File: config.mk
export PLATFORM = sky130hd
export DESIGN_NAME = radio_wake_regs
export DESIGN_NICKNAME = d
export VERILOG_FILES = /design/src/radio_wake_pkg.sv /design/src/radio_wake_decider.sv /design/src/radio_wake_regs.sv
export SDC_FILE = /design/constraint.sdc
export NUM_CORES = 1
export LEC_CHECK = 0
export ABC_AREA = 1
export BUFFER_PORTS_ARGS = -buffer_cell sky130_fd_sc_hd__buf_2
export CAP_MARGIN = 20
export CORE_MARGIN = 1
export CORE_UTILIZATION = 51
export DETAILED_ROUTE_END_ITERATION = 12
export GPL_TIMING_DRIVEN = 0
export PLACE_DENSITY = 0.86
export SETUP_SLACK_MARGIN = 0.3
export SLEW_MARGIN = 10
export SYNTH_ARGS = -nofsm -noshare
export SYNTH_HDL_FRONTEND = slang
export SYNTH_SLANG_ARGS = --single-unit
File: constraint.sdc
create_clock -name i_clk -period 1.68 [get_ports i_clk]
set_clock_uncertainty 0.05 [all_clocks]
set_input_delay 0.504 -clock i_clk [delete_from_list [all_inputs] [get_ports i_clk]]
set_output_delay 0.504 -clock i_clk [all_outputs]
set_load 0.02 [all_outputs]
File: src/radio_wake_pkg.sv
// Purpose: Constants and types for the radio wake and analog control register slice.
// Assumes: AHB-Lite register access, 32-bit words, one register per aligned word.
// Notes: Printed offsets are not all multiples of four, so they are register indices.
// Functional notes
// RULE1: Seven-bit high threshold is the least match count deciding a received one.
// RULE2: Perfect received one matches every chip: 64 or 32 by code length.
// RULE3: Reset threshold 0x38 still decides one with eight of 64 chips wrong.
// RULE4: One and zero decisions use both high and low threshold fields together; here one uses only the high field, zero only the i_thr_low input.
// RULE5: Host writes zero to all reserved bits of these registers.
// RULE6: Wake event after power-down release once ready; enable bit gates its interrupt.
// RULE7: Wake status bit sets on wake condition; register resets to 0x01, pending.
// RULE8: Reading wake status clears pending bit; writes never alter it.
// RULE9: Analog bit 6 unlocks writes to registers 0x2E and 0x2F.
// RULE10: Manufacturing-ID reads at 0x3C-0x3F return contents only while bit 5 set.
// RULE11: Host sets ID read enable only while reading, to save power.
// RULE12: Analog bit 2 enables driving the amplifier control pin.
// RULE13: Analog bit 1 selects amplifier pin polarity: one means active low.
// RULE14: Host changes amplifier enable and polarity bits in separate writes.
// RULE15: Writing one to analog bit 0 resets all registers; bit self-clears. Here irq mask and decision are kept; irq status keeps its bits and sets bit 1.
// RULE16: Interrupt asserts only while wake pending and enabled; drops when cleared.
// RULE17: Disabled amplifier pin holds its inactive level, ignoring transmit activity.
package radio_wake_pkg;

  // ==========================================================
  // Register indices and byte addresses
  localparam logic [7:0] IDX_THRESHOLD = 8'h1A;
  localparam logic [7:0] IDX_WAKE_EN = 8'h1C;
  localparam logic [7:0] IDX_WAKE_ST = 8'h1D;
  localparam logic [7:0] IDX_ANALOG = 8'h20;
  localparam logic [7:0] IDX_LOCK_A = 8'h2E;
  localparam logic [7:0] IDX_LOCK_B = 8'h2F;
  localparam logic [7:0] IDX_MFG_FIRST = 8'h3C;
  localparam logic [7:0] IDX_MFG_LAST = 8'h3F;
  localparam logic [7:0] IDX_IRQ_STATUS = 8'h40;
  localparam logic [7:0] IDX_IRQ_MASK = 8'h41;
  localparam logic [7:0] IDX_DECISION = 8'h42;
  localparam int ADDR_LSB = 2;

  // ==========================================================
  // Reset values and fields
  localparam logic [7:0] RST_THRESHOLD = 8'h38;
  localparam logic [7:0] RST_WAKE_EN = 8'h00;
  localparam logic [7:0] RST_WAKE_ST = 8'h01;
  localparam logic [7:0] RST_ANALOG = 8'h00;
  localparam logic [7:0] RST_LOCKED = 8'h00;
  localparam logic [1:0] RST_IRQ = 2'h0;
  localparam logic [7:0] THR_MASK = 8'h7F;
  localparam logic [7:0] WAKE_EN_MASK = 8'h01;
  localparam logic [7:0] ANALOG_MASK = 8'h66;
  localparam int BIT_SOFT_RESET = 0;
  localparam int BIT_AMP_INVERT = 1;
  localparam int BIT_AMP_OE = 2;
  localparam int BIT_MFG_READ = 5;
  localparam int BIT_WRITE_UNLOCK = 6;
  localparam int IRQ_WAKE = 0;
  localparam int IRQ_SOFT_RESET = 1;

  // ==========================================================
  // Spreading and AHB encodings
  localparam logic [6:0] CHIPS_LONG = 7'h40;
  localparam logic [6:0] CHIPS_SHORT = 7'h20;
  localparam logic [1:0] HTRANS_NONSEQ = 2'h2;
  localparam logic [1:0] HTRANS_SEQ = 2'h3;
  localparam logic HRESP_OKAY = 1'b0;
  localparam logic [31:0] MFG_ID_DEFAULT = 32'h0000_0000;

  typedef struct packed {
    logic [6:0] count;
    logic long_code;
    logic valid;
  } corr_in_t;

  typedef struct packed {
    logic decide_one;
    logic decide_zero;
    logic perfect_one;
  } corr_out_t;

  typedef enum logic [1:0] {
    WAKE_ASLEEP = 2'b00,
    WAKE_SETTLE = 2'b01,
    WAKE_READY = 2'b10
  } wake_state_t;

endpackage

File: src/radio_wake_decider.sv
// Purpose: Compares a correlator match count against the two thresholds.
// Assumes: Count is the number of chips matching the spreading sequence.
// Notes: Registered outputs, one cycle after a valid count.
`timescale 1ns/1ps
`default_nettype none
module radio_wake_decider (
  input wire logic i_clk,
  input wire logic i_rst_n,
  input wire radio_wake_pkg::corr_in_t i_corr,
  input wire logic [6:0] i_thr_high,
  input wire logic [6:0] i_thr_low,
  output radio_wake_pkg::corr_out_t o_decision
);
  wire logic [6:0] code_len;
  wire logic [6:0] zero_limit;
  radio_wake_pkg::corr_out_t decision_next;
  radio_wake_pkg::corr_out_t decision_reg;

  assign code_len = i_corr.long_code ? radio_wake_pkg::CHIPS_LONG
                                      : radio_wake_pkg::CHIPS_SHORT; // [RULE2]
  assign zero_limit = i_thr_low;
  assign decision_next.decide_one = i_corr.count >= i_thr_high; // [RULE1] [RULE3]
  assign decision_next.decide_zero = i_corr.count <= zero_limit; // [RULE4]
  assign decision_next.perfect_one = i_corr.count == code_len; // [RULE2]

  always_ff @(posedge i_clk or negedge i_rst_n) begin
    if (!i_rst_n) begin
      decision_reg <= '0;
    end else if (i_corr.valid) begin
      decision_reg <= decision_next;
    end
  end

  assign o_decision = decision_reg;
endmodule
`default_nettype wire

File: src/radio_wake_regs.sv
// Purpose: Threshold, wake interrupt and analog control registers over AHB-Lite.
// Assumes: Single-word transfers; power-down pin is asynchronous to i_clk.
// Notes: Zero wait states; every access answers OKAY; unmapped reads return zero.
//
// The AHB-Lite register port was chosen for this implementation.
`timescale 1ns/1ps
`default_nettype none
module radio_wake_regs #(
  parameter int READY_DELAY = 16,
  parameter logic [31:0] MFG_ID = radio_wake_pkg::MFG_ID_DEFAULT // Arbitrary value
) (
  input wire logic i_clk,
  input wire logic i_rst_n,
  input wire logic i_hsel,
  input wire logic [31:0] i_haddr,
  input wire logic [1:0] i_htrans,
  input wire logic i_hwrite,
  input wire logic [2:0] i_hsize,
  input wire logic [31:0] i_hwdata,
  input wire logic i_hready,
  output logic [31:0] o_hrdata,
  output logic o_hreadyout,
  output logic o_hresp,
  input wire logic i_power_down_pin,
  input wire logic i_tx_active,
  input wire radio_wake_pkg::corr_in_t i_corr,
  input wire logic [6:0] i_thr_low,
  output radio_wake_pkg::corr_out_t o_decision,
  output logic o_amp_control_pin,
  output logic o_amp_output_enable,
  output logic o_mfg_power_en,
  output logic o_wake_irq,
  output logic o_irq
);
  // ==========================================================
  // Address phase capture
  logic wr_pend_reg;
  logic rd_pend_reg;
  logic [7:0] idx_reg;
  wire logic addr_valid;
  wire logic [7:0] addr_idx;

  assign addr_valid = i_hsel && i_hready && (i_htrans == radio_wake_pkg::HTRANS_NONSEQ ||
                      i_htrans == radio_wake_pkg::HTRANS_SEQ);
  assign addr_idx = i_haddr[radio_wake_pkg::ADDR_LSB +: 8];

  always_ff @(posedge i_clk or negedge i_rst_n) begin
    if (!i_rst_n) begin
      wr_pend_reg <= 1'b0;
      rd_pend_reg <= 1'b0;
      idx_reg <= 8'h00;
    end else begin
      wr_pend_reg <= addr_valid && i_hwrite;
      rd_pend_reg <= addr_valid && !i_hwrite;
      idx_reg <= addr_idx;
    end
  end

  function automatic logic hits(input logic [7:0] idx, input logic [7:0] target);
    hits = idx == target;
  endfunction

  wire logic [7:0] wdata;
  wire logic wr_thr;
  wire logic wr_wake_en;
  wire logic wr_analog;
  wire logic wr_lock_a;
  wire logic wr_lock_b;
  wire logic wr_irq_status;
  wire logic wr_irq_mask;
  wire logic rd_wake_st;

  assign wdata = i_hwdata[7:0];
  assign wr_thr = wr_pend_reg && hits(idx_reg, radio_wake_pkg::IDX_THRESHOLD);
  assign wr_wake_en = wr_pend_reg && hits(idx_reg, radio_wake_pkg::IDX_WAKE_EN);
  assign wr_analog = wr_pend_reg && hits(idx_reg, radio_wake_pkg::IDX_ANALOG);
  assign wr_lock_a = wr_pend_reg && hits(idx_reg, radio_wake_pkg::IDX_LOCK_A);
  assign wr_lock_b = wr_pend_reg && hits(idx_reg, radio_wake_pkg::IDX_LOCK_B);
  assign wr_irq_status = wr_pend_reg && hits(idx_reg, radio_wake_pkg::IDX_IRQ_STATUS);
  assign wr_irq_mask = wr_pend_reg && hits(idx_reg, radio_wake_pkg::IDX_IRQ_MASK);
  assign rd_wake_st = rd_pend_reg && hits(idx_reg, radio_wake_pkg::IDX_WAKE_ST);

  // ==========================================================
  // Soft reset: one-cycle pulse restores config and wake status registers next edge; sets irq status bit 1, keeps mask
  logic soft_rst_reg;
  wire logic soft_rst_req;

  // Bit is never stored, so it always reads back as cleared
  assign soft_rst_req = wr_analog && wdata[radio_wake_pkg::BIT_SOFT_RESET]; // [RULE15]

  always_ff @(posedge i_clk or negedge i_rst_n) begin
    if (!i_rst_n) begin
      soft_rst_reg <= 1'b0;
    end else begin
      soft_rst_reg <= soft_rst_req;
    end
  end

  // ==========================================================
  // Configuration registers
  logic [7:0] thr_reg;
  logic [7:0] wake_en_reg;
  logic [7:0] analog_reg;
  logic [7:0] lock_a_reg;
  logic [7:0] lock_b_reg;
  wire logic unlocked;

  assign unlocked = analog_reg[radio_wake_pkg::BIT_WRITE_UNLOCK];

  always_ff @(posedge i_clk or negedge i_rst_n) begin
    if (!i_rst_n) begin
      thr_reg <= radio_wake_pkg::RST_THRESHOLD;
      wake_en_reg <= radio_wake_pkg::RST_WAKE_EN;
      analog_reg <= radio_wake_pkg::RST_ANALOG;
      lock_a_reg <= radio_wake_pkg::RST_LOCKED;
      lock_b_reg <= radio_wake_pkg::RST_LOCKED;
    end else if (soft_rst_reg) begin
      thr_reg <= radio_wake_pkg::RST_THRESHOLD; // [RULE15]
      wake_en_reg <= radio_wake_pkg::RST_WAKE_EN;
      analog_reg <= radio_wake_pkg::RST_ANALOG;
      lock_a_reg <= radio_wake_pkg::RST_LOCKED;
      lock_b_reg <= radio_wake_pkg::RST_LOCKED;
    end else begin
      if (wr_thr) begin
        thr_reg <= wdata & radio_wake_pkg::THR_MASK; // [RULE1]
      end
      if (wr_wake_en) begin
        wake_en_reg <= wdata & radio_wake_pkg::WAKE_EN_MASK;
      end
      if (wr_analog) begin
        analog_reg <= wdata & radio_wake_pkg::ANALOG_MASK;
      end
      if (wr_lock_a && unlocked) begin
        lock_a_reg <= wdata; // [RULE9]
      end
      if (wr_lock_b && unlocked) begin
        lock_b_reg <= wdata; // [RULE9]
      end
    end
  end

  // ==========================================================
  // Wake detection: pin synchroniser, then settle time before ready
  logic power_down_meta_reg;
  logic power_down_sync_reg;
  radio_wake_pkg::wake_state_t wake_state_reg;
  radio_wake_pkg::wake_state_t wake_state_next;
  logic [15:0] settle_cnt_reg;
  wire logic settle_done;
  wire logic wake_event;

  always_ff @(posedge i_clk or negedge i_rst_n) begin
    if (!i_rst_n) begin
      power_down_meta_reg <= 1'b1;
      power_down_sync_reg <= 1'b1;
    end else begin
      power_down_meta_reg <= i_power_down_pin;
      power_down_sync_reg <= power_down_meta_reg;
    end
  end

  assign settle_done = settle_cnt_reg == 16'(READY_DELAY - 1);

  always_comb begin
    wake_state_next = wake_state_reg;
    unique case (wake_state_reg)
      radio_wake_pkg::WAKE_ASLEEP: begin
        if (!power_down_sync_reg) begin
          wake_state_next = radio_wake_pkg::WAKE_SETTLE;
        end
      end
      radio_wake_pkg::WAKE_SETTLE: begin
        if (power_down_sync_reg) begin
          wake_state_next = radio_wake_pkg::WAKE_ASLEEP;
        end else if (settle_done) begin
          wake_state_next = radio_wake_pkg::WAKE_READY;
        end
      end
      radio_wake_pkg::WAKE_READY: begin
        if (power_down_sync_reg) begin
          wake_state_next = radio_wake_pkg::WAKE_ASLEEP;
        end
      end
      default: begin
        wake_state_next = radio_wake_pkg::WAKE_ASLEEP;
      end
    endcase
  end

  assign wake_event = (wake_state_reg == radio_wake_pkg::WAKE_SETTLE) && settle_done
                      && !power_down_sync_reg; // [RULE6]

  always_ff @(posedge i_clk or negedge i_rst_n) begin
    if (!i_rst_n) begin
      wake_state_reg <= radio_wake_pkg::WAKE_ASLEEP;
      settle_cnt_reg <= 16'h0000;
    end else begin
      wake_state_reg <= wake_state_next;
      settle_cnt_reg <= (wake_state_reg == radio_wake_pkg::WAKE_SETTLE) ?
                        settle_cnt_reg + 16'h0001 : 16'h0000;
    end
  end

  // ==========================================================
  // Wake status: read-to-clear, event wins over the clear
  logic wake_st_reg;

  always_ff @(posedge i_clk or negedge i_rst_n) begin
    if (!i_rst_n) begin
      wake_st_reg <= radio_wake_pkg::RST_WAKE_ST[0]; // [RULE7]
    end else if (wake_event) begin
      wake_st_reg <= 1'b1; // [RULE7]
    end else if (soft_rst_reg) begin
      wake_st_reg <= radio_wake_pkg::RST_WAKE_ST[0];
    end else if (rd_wake_st) begin
      wake_st_reg <= 1'b0; // [RULE8]
    end
  end

  assign o_wake_irq = wake_st_reg && wake_en_reg[0]; // [RULE6] [RULE16]

  // ==========================================================
  // Block interrupt: sticky status, write one to clear, mask
  logic [1:0] irq_status_reg;
  logic [1:0] irq_mask_reg;
  wire logic [1:0] irq_events;

  assign irq_events = {soft_rst_reg, wake_event};

  always_ff @(posedge i_clk or negedge i_rst_n) begin
    if (!i_rst_n) begin
      irq_status_reg <= radio_wake_pkg::RST_IRQ;
      irq_mask_reg <= radio_wake_pkg::RST_IRQ;
    end else begin
      irq_status_reg <= irq_events |
                        (irq_status_reg & ~(wr_irq_status ? wdata[1:0] : 2'h0));
      if (wr_irq_mask) begin
        irq_mask_reg <= wdata[1:0];
      end
    end
  end

  assign o_irq = |(irq_status_reg & irq_mask_reg);

  // ==========================================================
  // Amplifier control pin
  logic amp_pin_reg;
  wire logic amp_oe;
  wire logic amp_inv;

  assign amp_oe = analog_reg[radio_wake_pkg::BIT_AMP_OE];
  assign amp_inv = analog_reg[radio_wake_pkg::BIT_AMP_INVERT];

  // Inactive level follows the polarity bit, so disabling never glitches active
  always_ff @(posedge i_clk or negedge i_rst_n) begin
    if (!i_rst_n) begin
      amp_pin_reg <= 1'b0;
    end else begin
      amp_pin_reg <= (amp_oe && i_tx_active) ^ amp_inv; // [RULE12] [RULE13] [RULE17]
    end
  end

  assign o_amp_control_pin = amp_pin_reg;
  assign o_amp_output_enable = amp_oe; // [RULE12]
  assign o_mfg_power_en = analog_reg[radio_wake_pkg::BIT_MFG_READ]; // [RULE10]

  // ==========================================================
  // Correlator decision
  radio_wake_decider radio_wake_decider_inst (
    .i_clk(i_clk),
    .i_rst_n(i_rst_n),
    .i_corr(i_corr),
    .i_thr_high(thr_reg[6:0]),
    .i_thr_low(i_thr_low),
    .o_decision(o_decision)
  );

  // ==========================================================
  // Read data, registered at the address phase
  logic [31:0] rdata_reg;
  logic [31:0] rdata_next;
  wire logic mfg_hit;
  wire logic [1:0] mfg_byte;

  assign mfg_hit = addr_idx >= radio_wake_pkg::IDX_MFG_FIRST &&
                   addr_idx <= radio_wake_pkg::IDX_MFG_LAST;
  assign mfg_byte = addr_idx[1:0];

  always_comb begin
    rdata_next = 32'h0000_0000;
    if (hits(addr_idx, radio_wake_pkg::IDX_THRESHOLD)) begin
      rdata_next[7:0] = thr_reg;
    end else if (hits(addr_idx, radio_wake_pkg::IDX_WAKE_EN)) begin
      rdata_next[7:0] = wake_en_reg;
    end else if (hits(addr_idx, radio_wake_pkg::IDX_WAKE_ST)) begin
      rdata_next[0] = wake_st_reg;
    end else if (hits(addr_idx, radio_wake_pkg::IDX_ANALOG)) begin
      rdata_next[7:0] = analog_reg;
    end else if (hits(addr_idx, radio_wake_pkg::IDX_LOCK_A)) begin
      rdata_next[7:0] = lock_a_reg;
    end else if (hits(addr_idx, radio_wake_pkg::IDX_LOCK_B)) begin
      rdata_next[7:0] = lock_b_reg;
    end else if (mfg_hit && o_mfg_power_en) begin
      rdata_next[7:0] = MFG_ID[{mfg_byte, 3'b000} +: 8]; // [RULE10]
    end else if (hits(addr_idx, radio_wake_pkg::IDX_IRQ_STATUS)) begin
      rdata_next[1:0] = irq_status_reg;
    end else if (hits(addr_idx, radio_wake_pkg::IDX_IRQ_MASK)) begin
      rdata_next[1:0] = irq_mask_reg;
    end else if (hits(addr_idx, radio_wake_pkg::IDX_DECISION)) begin
      rdata_next[2:0] = o_decision;
    end
  end

  always_ff @(posedge i_clk or negedge i_rst_n) begin
    if (!i_rst_n) begin
      rdata_reg <= 32'h0000_0000;
    end else if (addr_valid && !i_hwrite) begin
      rdata_reg <= rdata_next;
    end
  end

  assign o_hrdata = rdata_reg;
  assign o_hreadyout = 1'b1;
  assign o_hresp = radio_wake_pkg::HRESP_OKAY;
endmodule
`default_nettype wire

## Word level (Yosys, flattened, before mapping)

Cells that the tools add are included.

| word-level totals | value |
|---|---|
| flip-flop bits (word level) | 88 |
| bits in latches | 0 |
| RAM bits | 0 |
| ROM bits | 0 |
| input bits | 92 |
| output and inout bits | 42 |
| word-level logic and storage cells | 126 |
| memories | 0 |

| operators by class | value |
|---|---|
| $add $sub $neg | 1 |
| $mul | 0 |
| div/mod/pow operators | 0 |
| order comparisons | 4 |
| equal/unequal tests | 26 |
| shift operators | 1 |
| mux-type cells | 35 |
| bitwise gates (word level) | 5 |
| reductions and logical operators | 33 |

Operator list:

| cell | number |
|---|---|
| $mux W8 | 15 |
| $eq A8 B5 Y1 const B | 6 |
| $eq A8 B6 Y1 const B | 6 |
| $eq A8 B7 Y1 const B | 5 |
| $shiftx A32 B6 Y8 const A | 1 |
| $logic_and A1 B1 Y1 | 21 |
| $add A16 B1 Y16 const B | 1 |
| $eq A16 B4 Y1 const B | 1 |
| $mux W16 | 1 |
| $mux W2 | 7 |
| $mux W7 | 2 |
| $reduce_bool A2 Y1 | 5 |
| $ge A8 B6 Y1 const B | 1 |
| $le A8 B6 Y1 const B | 1 |
| $eq A7 B7 Y1 | 1 |
| $ge A7 B7 Y1 | 1 |
| $le A7 B7 Y1 | 1 |
| $eq A2 B2 Y1 const B | 3 |
| $mux W1 | 6 |
| $mux W3 | 2 |
| $pmux W2 S3 | 1 |
| $mux W5 | 1 |
| $and A2 B2 Y2 | 2 |
| $ne A2 B2 Y1 const B | 2 |
| 11 further kinds | 12 |

## Depth between registers and ports, before layout

Gate-level depths: netlist of the first run.

| logic depth | value |
|---|---|
| word-level depth | 11 |
| gate-level depth with buffers | 11 |
| mapped depth without buffers | 11 |

## Cells and area by module

A second synthesis of the first run with hierarchy kept.

| second synthesis, totals | value |
|---|---|
| cell total of the unflattened synthesis | 528 |
| area total of the unflattened synthesis | 4215.3 sq um |

Modules (own cells, without submodules):

| module | times used | cells each | area each (sq um) | seq. area each (sq um) |
|---|---|---|---|---|
| radio_wake_regs | 1 | 444 | 3664.8 | 1834.3 |
| radio_wake_decider | 1 | 84 | 550.5 | 75.1 |

## Worst setup path after synthesis of the first run

No wires, ideal clock.

| timing path | value |
|---|---|
| path type | register to register |
| start point | register settle_cnt_reg[0] |
| end point | register settle_cnt_reg[14] |
| setup time | 0.121 ns |
| arrival | 1.381 ns |
| slack | 0.128 ns |
| stages on the path, launching flop included | 11 |
| buffers on the path | 0 |
| cell sequence | dfrtp_1 -> ha_1 -> nand2_2 -> nor2_4 -> nand2_2 -> nor2_4 -> nand2_2 -> nor3_4 -> nand3_2 -> o21ai_0 -> nor2_1 |

| between the ends | value |
|---|---|
| word-level cells in the longest chain between the ends | 2 |

RTL lines:

| item | line | source |
|---|---|---|
| start, declared | radio_wake_regs.sv:148 | `logic [15:0] settle_cnt_reg;` |
| start signal, assigned | radio_wake_regs.sv:199 | `settle_cnt_reg <= (wake_state_reg == radio_wake_pkg::WAKE_SETTLE) ?` |
| $add A16 B1 Y16 | radio_wake_regs.sv:200 | `settle_cnt_reg + 16'h0001 : 16'h0000;` |
| $mux W16 | radio_wake_regs.sv:199 |  |

No other way between the ends.
A chain may end at the register's enable or synchronous reset.

## Final worst setup path of the first run

| timing path | value |
|---|---|
| start point | register settle_cnt_reg[1] |
| end point | register settle_cnt_reg[14] |

Same word-level chain as after synthesis.

==> results.yml, run 1 <==
run_status:
  outcome: "finished, violations left"
  violations: "negative setup slack"
critical_path:
  crit_slowest_cell: "dfrtp_1"
  crit_path_start: "settle_cnt_reg[1]"
  crit_path_frequent_cell: "nand2_2"
  cpPeakStageDelay_ns: 0.39
  crit_fanout: 3
  path_cells: "ha_2 > nand2_2 > nor2_4 > nand2_2 > nor2_4 > nand2_2 > nor3_4 > nand3_2 > o21ai_1 > nor2_1"
  critPathArrivalTime_ns: 2.03
  worst-setup-path-type: "flip-flop to flip-flop"
  cp.depth: 10
  worstSetupStartpointType: "flip-flop"
  cp-end-kind: "flip-flop"
  crit_buf_inv: 0
  crit_end: "settle_cnt_reg[14]"
  critical_path.top_delay_family: "simple AND/OR/NAND/NOR gates"
  r2r_slack_ns: -0.14
  r2r_cells: 10
  rr_endpoint: "settle_cnt_reg[14]"
  timing.rr.start: "settle_cnt_reg[1]"
  worst_ep_required_time_ns: 1.88
placement:
  dp_hpwl_mm: 7.241
  gp_congestion: 0.8893
  io_buffer_count: 55
  dpl_cell_area_um2: 4702
global_route:
  grt_max_degree: 68
  grt_use_total_pct: 28.26
  antenna_found_initial: 0
  grt_overflow: 0
  grt_pass1_wl_mm: 18.24
  grt_pass1_vias: 3910
power:
  p_comb_share_pct: 19.7
  p_switching_mw: 1.206
  p_per_area_nw_per_um2: 652.9
  finalPower_mw: 4.064
  vdd_drop_max_mv: 0.4927
  internal_power_mw: 2.858
  p_seq_share_pct: 49.4
  p_leak_nw: 3.149
  clockPowerShare_pct: 30.9
  sw_frac_of_total_pct: 29.67
synth:
  yosysSeqAreaShare_pct: 46.78
  ys_top_cells_by_area: "dfrtp_1, nand2_1, o21ai_0"
  ys_ff_latch: 76
  syn_inst: 498
  yosysTopAreaCell: "dfrtp_1"
  synth_common_cells: "nand2_1, dfrtp_1, inv_1, o21ai_0, nor2_1"
  syn_area_um2: 4081
  synthArstFlopShare_pct: 100.0
  synth_flop_cell: "dfrtp_1"
  synth_top_area_share_pct: 42.92
  syn_area_per_cell_um2: 8.196
  ys_warn_count: 0
  synth_most_common_cell: "nand2_1"
  yosysUniqueCellTypes: 39
  synth-edff-count: 0
clock_tree:
  htreeDepth: 3
  max-clock-path-buffers: 2
  root_buffer: "clkbuf_8"
  numCtsBuffers: 9
  clkSinkCount: 76
  cts_tree: "built"
  clk_latency_ns: 0.36
  clk_pin_slew_ns: 0.08
timing:
  rsz0062_at_grt: "true"
  period_share_pct: 108.6
  drv_slew: 0
  setup_violations: 3
  min_period_ns: 1.824
  max_freq_mhz: 548.3
  fin_ws_ns: -0.1440
  hold_viol: 0
final_layout:
  syn2layout_area_growth_pct: 52.51
  post-route-util_pct: 80.55
  drive_above_1_share_pct: 48.71
  regArea_um2: 1919
  largest_register_ffs: 16
  multi_input_area_um2: 2475
  nets: 761
  finalInstanceArea_um2: 6225
  n_fill_cell: 444
  antenna_cells: 0
detailed_routing:
  drt-wirelength-per-cell_um: 18.54
  drt-total-wl_mm: 14.11
  remaining_drc_errors: 0
  drt-vias-per-instance: 5.777
  vias: 4396
  drtIter0Drc: 475
  dr.pass1.iters: 7
  antenna_left: 0
die:
  die_x_um: 91.46
  core_area_um2: 7727
  die_y_um: 91.46
  dieArea_um2: 8365
  pin_count: 134
  initial_core_util_pct: 52.82
  num_rows: 32
min_path:
  hold_class: "input port to flip-flop"
  min_delay_path_depth: 1
flow_run:
  drv_cap: 0
==> worst reg2reg max path, stage by stage (launching register included) <==
cell and delay [ns]:
dfrtp_1 0.39, ha_2 0.21, nand2_2 0.08, nor2_4 0.11, nand2_2 0.09, nor2_4 0.12, nand2_2 0.08, nor3_4 0.17
nand3_2 0.14, o21ai_1 0.21, nor2_1 0.08
==> repair_timing <==
item	in CTS	in global routing
resized for setup	112	148
pin swaps	27	54
hold endpoints to repair	9	0
endpoints found under the setup margin	67	70
hold buffers	1	0
gates cloned	1	1
setup buffers	37	25
==> layout make-up <==
cell class                      count  share of cell area, %
Clock inverter                      2                 0.2010
Tap cell                          102                  2.050
Timing Repair Buffer              121                  16.12
Clock buffer                       14                  2.452
Buffer                             31                  3.879
Sequential cell                    76                  30.83
Inverter                           65                  4.704
Multi-Input combinational cell    350                  39.76
==> how the worst min path moves through the flow <==
stage,from,end,slack [ns]
finish,i_power_down_pin,power_down_meta_reg,0.20
global route,i_power_down_pin,power_down_meta_reg,0.19
CTS,i_power_down_pin,power_down_meta_reg,0.19
detailed placement,i_rst_n,settle_cnt_reg[9],0.30
global placement,power_down_meta_reg,power_down_sync_reg,0.30
floorplan,i_rst_n,analog_reg[1],0.16
==> kinds of logic after synthesis <==
kind of cell	share of synthesized area, %
xor gates and xnor gates	1.073
AOI/OAI and AO/OA	10.21
and+or+nand+nor	25.63
buffers and inverters	11.25
DFF	46.78
muxes	0.2759
other	0.1840
adders and majority gates	4.598
==> cell usage in the layout, fill, tap and decap left out, drive strengths merged, types with 18 or more instances in the layout <==
master / Yosys / final
o21ai: 48 / 48
a21oi: 18 / 18
inv: 65 / 63
nor2: 47 / 47
clkbuf: 3 / 18
buf: 28 / 147
conb: 2 / 26
nand3: 43 / 43
dfrtp: 70 / 70
nand2: 101 / 101
==> metal layers <==
layer | global-route usage, % | up-vias | part of all wire (%)
li1 | - | 1905 | -
met1 | 35.12 | 2083 | 37
met2 | 46.99 | 326 | 50
met3 | 6.784 | 82 | 8.5
met4 | 11.90 | 0 | 5.1
met5 | 0 | - | 0
==> power by group through the flow <==
stage,clock [mW],sequential (mW),combinational [mW]
floorplan,0,2.04,0.304
global placement,0,2.01,0.504
detailed placement,0,2.02,0.538
CTS,1.23,1.99,0.673
global route,1.32,2.02,0.858
finish,1.26,2.01,0.799
==> per-stage QoR <==
stage / hold slack, ns / setup slack (ns) / setup TNS, ns / std cells
6_report: 0.2020 / -0.1440 / -0.1961 / 761
5_1_grt: 0.1923 / -0.2190 / -0.5652 / 761
4_1_cts: 0.1940 / 0.01177 / 0 / 735
3_5_place_dp: 0.2996 / -0.2151 / -1.080 / 680
3_3_place_gp: 0.2968 / -0.3579 / -25.64 / 679
2_1_floorplan: 0.1584 / 0.1301 / 0 / 522
Power figures use the tool's default switching activity.
==> inputs of run 2 (changes only) <==
--- a/config.mk
+++ b/config.mk
@@ -9,10 +9,10 @@
 export BUFFER_PORTS_ARGS = -buffer_cell sky130_fd_sc_hd__buf_2
 export CAP_MARGIN = 20
 export CORE_MARGIN = 1
-export CORE_UTILIZATION = 51
+export CORE_UTILIZATION = 46
 export DETAILED_ROUTE_END_ITERATION = 12
 export GPL_TIMING_DRIVEN = 0
-export PLACE_DENSITY = 0.86
+export PLACE_DENSITY = 0.83
 export SETUP_SLACK_MARGIN = 0.3
 export SLEW_MARGIN = 10
 export SYNTH_ARGS = -nofsm -noshare
==> constraint.sdc (replaced) <==
create_clock -name i_clk -period 1.6 [get_ports i_clk]
set_clock_uncertainty 0.05 [all_clocks]
set_input_delay 0.48 -clock i_clk [delete_from_list [all_inputs] [get_ports i_clk]]
set_output_delay 0.48 -clock i_clk [all_outputs]
set_load 0.02 [all_outputs]
==> results.yml, run 2 (synthesis gave the netlist of run 1 again) <==
detailed_routing:
  antenna_left: 0
  dr.pass1.iters: 5
  drtIter0Drc: 436
  drt-wirelength-per-cell_um: 17.67
  vias: 4311
  drt-vias-per-instance: 5.643
  drt-total-wl_mm: 13.50
  remaining_drc_errors: 0
global_route:
  grt_overflow: 0
  grt_util_met3_pct: 5.292
  grt_max_degree: 68
  grt_pass1_vias: 3938
  grt_use_total_pct: 27.61
  antenna_found_initial: 0
  grt_pass1_wl_mm: 19.08
  grt.busiest_layer: "met2"
  grtUsageMet1_pct: 35.15
  grt_use_met2_pct: 46.63
final_layout:
  antenna_cells: 0
  post-route-util_pct: 76.50
  layout_commonest_cell: "buf_4"
  final_cell_mix: "buf_4, nand2_1, dfrtp_1"
  largest_register_ffs: 16
  nets: 761
  syn2layout_area_growth_pct: 57.11
  drive_above_1_share_pct: 53.57
critical_path:
  rr_endpoint: "settle_cnt_reg[14]"
  r2r_slack_ns: -0.12
  cp-end-kind: "flip-flop"
  timing.rr.start: "settle_cnt_reg[0]"
  critPathArrivalTime_ns: 1.93
  worstSetupStartpointType: "flip-flop"
  worst-setup-path-type: "flip-flop to flip-flop"
  crit_fanout: 3
  worst_ep_required_time_ns: 1.81
  r2r_cells: 10
clock_tree:
  htreeDepth: 3
  clk_latency_ns: 0.36
  root_buffer: "clkbuf_8"
  clk_pin_slew_ns: 0.08
  clkSinkCount: 76
  max-clock-path-buffers: 2
  cts_tree: "built"
  numCtsBuffers: 9
placement:
  io_buffer_count: 55
  dp_hpwl_mm: 7.323
  gp_congestion: 0.8735
die:
  pin_count: 134
  num_rows: 33
  dieArea_um2: 9253
  die_x_um: 96.20
  initial_core_util_pct: 48.69
  die_y_um: 96.20
  core_area_um2: 8382
power:
  vdd_drop_max_mv: 0.3907
  clockPowerShare_pct: 30.4
  internal_power_mw: 3.030
  sw_frac_of_total_pct: 29.25
  p_switching_mw: 1.252
  p_seq_share_pct: 49.2
  p_comb_share_pct: 20.4
  finalPower_mw: 4.282
  p_leak_nw: 3.188
  p_per_area_nw_per_um2: 667.8
timing:
  period_share_pct: 107.8
  drv_slew: 0
  min_period_ns: 1.725
  max_freq_mhz: 579.8
  hold_ws_ns: 0.1717
  setup_violations: 8
  rsz0062_at_grt: "true"
  fin_ws_ns: -0.1248
  finalSetupTns_ns: -0.6220
  hold_viol: 0
flow_run:
  drv_cap: 0
min_path:
  min_delay_path_depth: 1
  hold_start: "i_power_down_pin"
  hold_class: "input port to flip-flop"
  min_to: "power_down_meta_reg"
run_status:
  violations: "negative setup slack"
  outcome: "finished, violations left"
run 2: area by class of cell:
| type | count | area (um^2) |
|---|---|---|
| multi-input cells | 350 | 2615 |
| fillers | 529 | 1969 |
| plain buffers | 31 | 239.0 |
| repair buffers | 121 | 1042 |
| inverters | 65 | 306.5 |
| flip-flops and latches | 76 | 1918 |
| clock buffers | 16 | 160.2 |
| well taps | 105 | 131.4 |
run 2: routing by layer:
layer	vias up	part of all wire [%]
met5	-	0
met4	0	5.0
met3	78	7.9
met2	288	50
met1	2026	38
li1	1919	-
run 2: what timing repair did:
action / in CTS / in global routing
hold endpoints to repair: 9 / 0
setup buffers: 40 / 22
hold buffers: 1 / 0
setup endpoints to repair: 72 / 73
gates resized for setup: 151 / 130
pin swaps: 40 / 66
gates cloned: 2 / 0
run 2: worst max path at each step:
stage,from,end,slack (ns)
final,settle_cnt_reg[0],settle_cnt_reg[14],-0.12
after global routing,settle_cnt_reg[0],wake_state_reg[1],-0.20
after CTS,wake_st_reg,o_wake_irq,-0.04
after detailed placement,i_haddr[9],o_hrdata[0],-0.27
after global placement,i_rst_n,lock_b_reg[7],-0.44
after floorplan,settle_cnt_reg[0],settle_cnt_reg[14],0.05
run 2: metrics by stage:
stage	area, um^2	worst slack, ns	instances
floorplan	4438	0.05039	522
global placement	4845	-0.4352	682
detailed placement	4875	-0.2719	683
CTS	5829	-0.04331	742
global route	6412	-0.1953	764
finish	6412	-0.1248	764
run 2: critical path, cell delays in order (launching register included):
cell     delay (ns)
dfrtp_1        0.37
ha_2           0.19
nand2_2        0.07
nor2_4         0.12
nand2_2        0.08
nor2_4         0.10
nand2_2        0.07
nor3_4         0.19
nand3_2        0.15
o21ai_1        0.17
nor2_1         0.06
run 2: power by group through the flow:
stage / Clock, mW / Combinational (mW) / Sequential [mW]
floorplan: 0 / 0.360 / 2.14
global placement: 0 / 0.584 / 2.11
detailed placement: 0 / 0.617 / 2.12
CTS: 1.29 / 0.749 / 2.09
global route: 1.41 / 0.950 / 2.12
finish: 1.30 / 0.874 / 2.11
==> inputs of run 3 (changes only) <==
--- a/config.mk
+++ b/config.mk
@@ -8,6 +8,7 @@
 export ABC_AREA = 1
 export BUFFER_PORTS_ARGS = -buffer_cell sky130_fd_sc_hd__buf_2
 export CAP_MARGIN = 20
+export CORE_ASPECT_RATIO = 0.7
 export CORE_MARGIN = 1
 export CORE_UTILIZATION = 46
 export DETAILED_ROUTE_END_ITERATION = 12
==> results.yml, run 3 (synthesis gave the netlist of run 1 again) <==
critical_path:
  crit_slowest_cell: "dfrtp_1"
  worst_ep_required_time_ns: 1.79
  crit_fanout: 3
  worstSetupStartpointType: "flip-flop"
  crit_buf_inv: 0
  cp-end-kind: "flip-flop"
  critical_path.top_delay_family: "simple AND/OR/NAND/NOR gates"
  cpPeakStageDelay_ns: 0.42
  crit_path_start: "settle_cnt_reg[0]"
  path_cells: "ha_4 > nand2_4 > nor2_4 > nand2_2 > nor2_4 > nand2_2 > nor3_4 > nand3_2 > o21ai_2 > nor2_1"
  timing.rr.start: "settle_cnt_reg[0]"
  critPathArrivalTime_ns: 1.94
  worst-setup-path-type: "flip-flop to flip-flop"
final_layout:
  largest_register_ffs: 16
  syn2layout_area_growth_pct: 70.63
  final_cell_mix: "buf_4, dfrtp_1, nand2_1"
  layout_commonest_cell: "buf_4"
  antenna_cells: 0
  nets: 777
  drive_above_1_share_pct: 57.93
die:
  die_y_um: 80.81
  num_rows: 28
  die_x_um: 114.6
  initial_core_util_pct: 47.94
  pin_count: 134
  dieArea_um2: 9260
  core_area_um2: 8513
placement:
  gp_congestion: 0.9188
  io_buffer_count: 55
  dp_hpwl_mm: 7.874
clock_tree:
  cts_tree: "built"
  clkSinkCount: 76
  numCtsBuffers: 9
  clk_pin_slew_ns: 0.06
  root_buffer: "clkbuf_16"
  htreeDepth: 3
  clk_latency_ns: 0.35
  max-clock-path-buffers: 2
timing:
  rsz0062_at_grt: "true"
  hold_ws_ns: 0.04067
  min_period_ns: 1.745
  max_freq_mhz: 573.1
  period_share_pct: 109.1
  setup_violations: 12
  drv_slew: 0
  fin_ws_ns: -0.1450
  hold_viol: 0
detailed_routing:
  remaining_drc_errors: 0
  vias: 4635
  dr.pass1.iters: 8
  drt-wirelength-per-cell_um: 21.29
  drt-total-wl_mm: 16.93
  antenna_left: 0
  drt-vias-per-instance: 5.830
  drtIter0Drc: 489
global_route:
  antenna_found_initial: 0
  grt_util_met3_pct: 8.358
  grt_use_met2_pct: 51.58
  grt.busiest_layer: "met2"
  grt_max_degree: 41
  grtUsageMet1_pct: 38.05
  grt_pass1_vias: 4132
  grt_use_total_pct: 30.73
  grt_pass1_wl_mm: 20.83
  grt_overflow: 0
power:
  p_switching_mw: 1.512
  p_per_area_nw_per_um2: 796.4
  clockPowerShare_pct: 43.8
  vdd_drop_max_mv: 0.8736
  finalPower_mw: 5.547
  p_seq_share_pct: 38.3
  sw_frac_of_total_pct: 27.27
  p_comb_share_pct: 17.9
  p_leak_nw: 3.408
  internal_power_mw: 4.034
flow_run:
  drv_cap: 0
run_status:
  violations: "negative setup slack"
  outcome: "finished, violations left"
min_path:
  hold_class: "input port to asynchronous set/reset pin"
==> run 3: worst register-to-register path, delay by kind of cell, from the launching register on <==
family	cells	cell delay, ns
compound gates	1	0.15
simple gates	8	0.85
flops	1	0.42
fa+ha+maj	1	0.17
==> run 3: worst paths after layout <==
check                                            to  slack [ns]  depth (start not counted)
worst min-delay path              wake_state_reg[0]        0.04                          1
worst max register to register   settle_cnt_reg[14]       -0.15                         10
worst max-delay path             settle_cnt_reg[14]       -0.15                         10
min in group i_clk              power_down_meta_reg        0.18                          1
max in group asynchronous                thr_reg[3]        0.82                          2
worst min register to register  power_down_sync_reg        0.31                          0
==> run 3: power by group through the flow <==
stage	sequential [mW]	combinational, mW	clock [mW]
6_report	2.12	0.994	2.43
5_1_grt	2.13	1.05	2.49
4_1_cts	2.10	0.787	2.39
3_5_place_dp	2.12	0.617	0
3_3_place_gp	2.12	0.586	0
2_1_floorplan	2.14	0.360	0
==> run 3: repair_timing <==
action,4_1_cts,5_1_grt
hold buffers,0,0
cloned,2,0
setup buffers,47,32
endpoints found under the setup margin,73,74
resized for setup,193,126
pin swaps,50,56
==> run 3: through the flow <==
stage               utilization, %  TNS (ns)  cell area (um^2)  instances  worst slack, ns
floorplan                        -         0              4438        522          0.05039
global placement             57.13    -32.11              4863        697          -0.4362
detailed placement           57.39    -1.726              4886        698          -0.3001
CTS                          73.21   -0.1298              6232        763         -0.07388
global route                 81.80    -1.834              6964        795          -0.2264
finish                       81.80    -1.147              6964        795          -0.1450
==> run 3: layout make-up <==
class	count	area, um^2
inverters	65	312.8
fillers	424	1549
well taps	120	150.1
plain buffers	31	242.7
clock buffers	10	239.0
repair buffers	137	1209
clock inverters	6	111.4
multi-input cells	350	2780
flip-flops and latches	76	1919
==> run 3: metal layers <==
layer | vias to the layer above | part of all wire (%)
met5 | - | 0
met1 | 2245 | 36
met4 | 0 | 5.8
met3 | 109 | 10
li1 | 1936 | -
met2 | 345 | 48
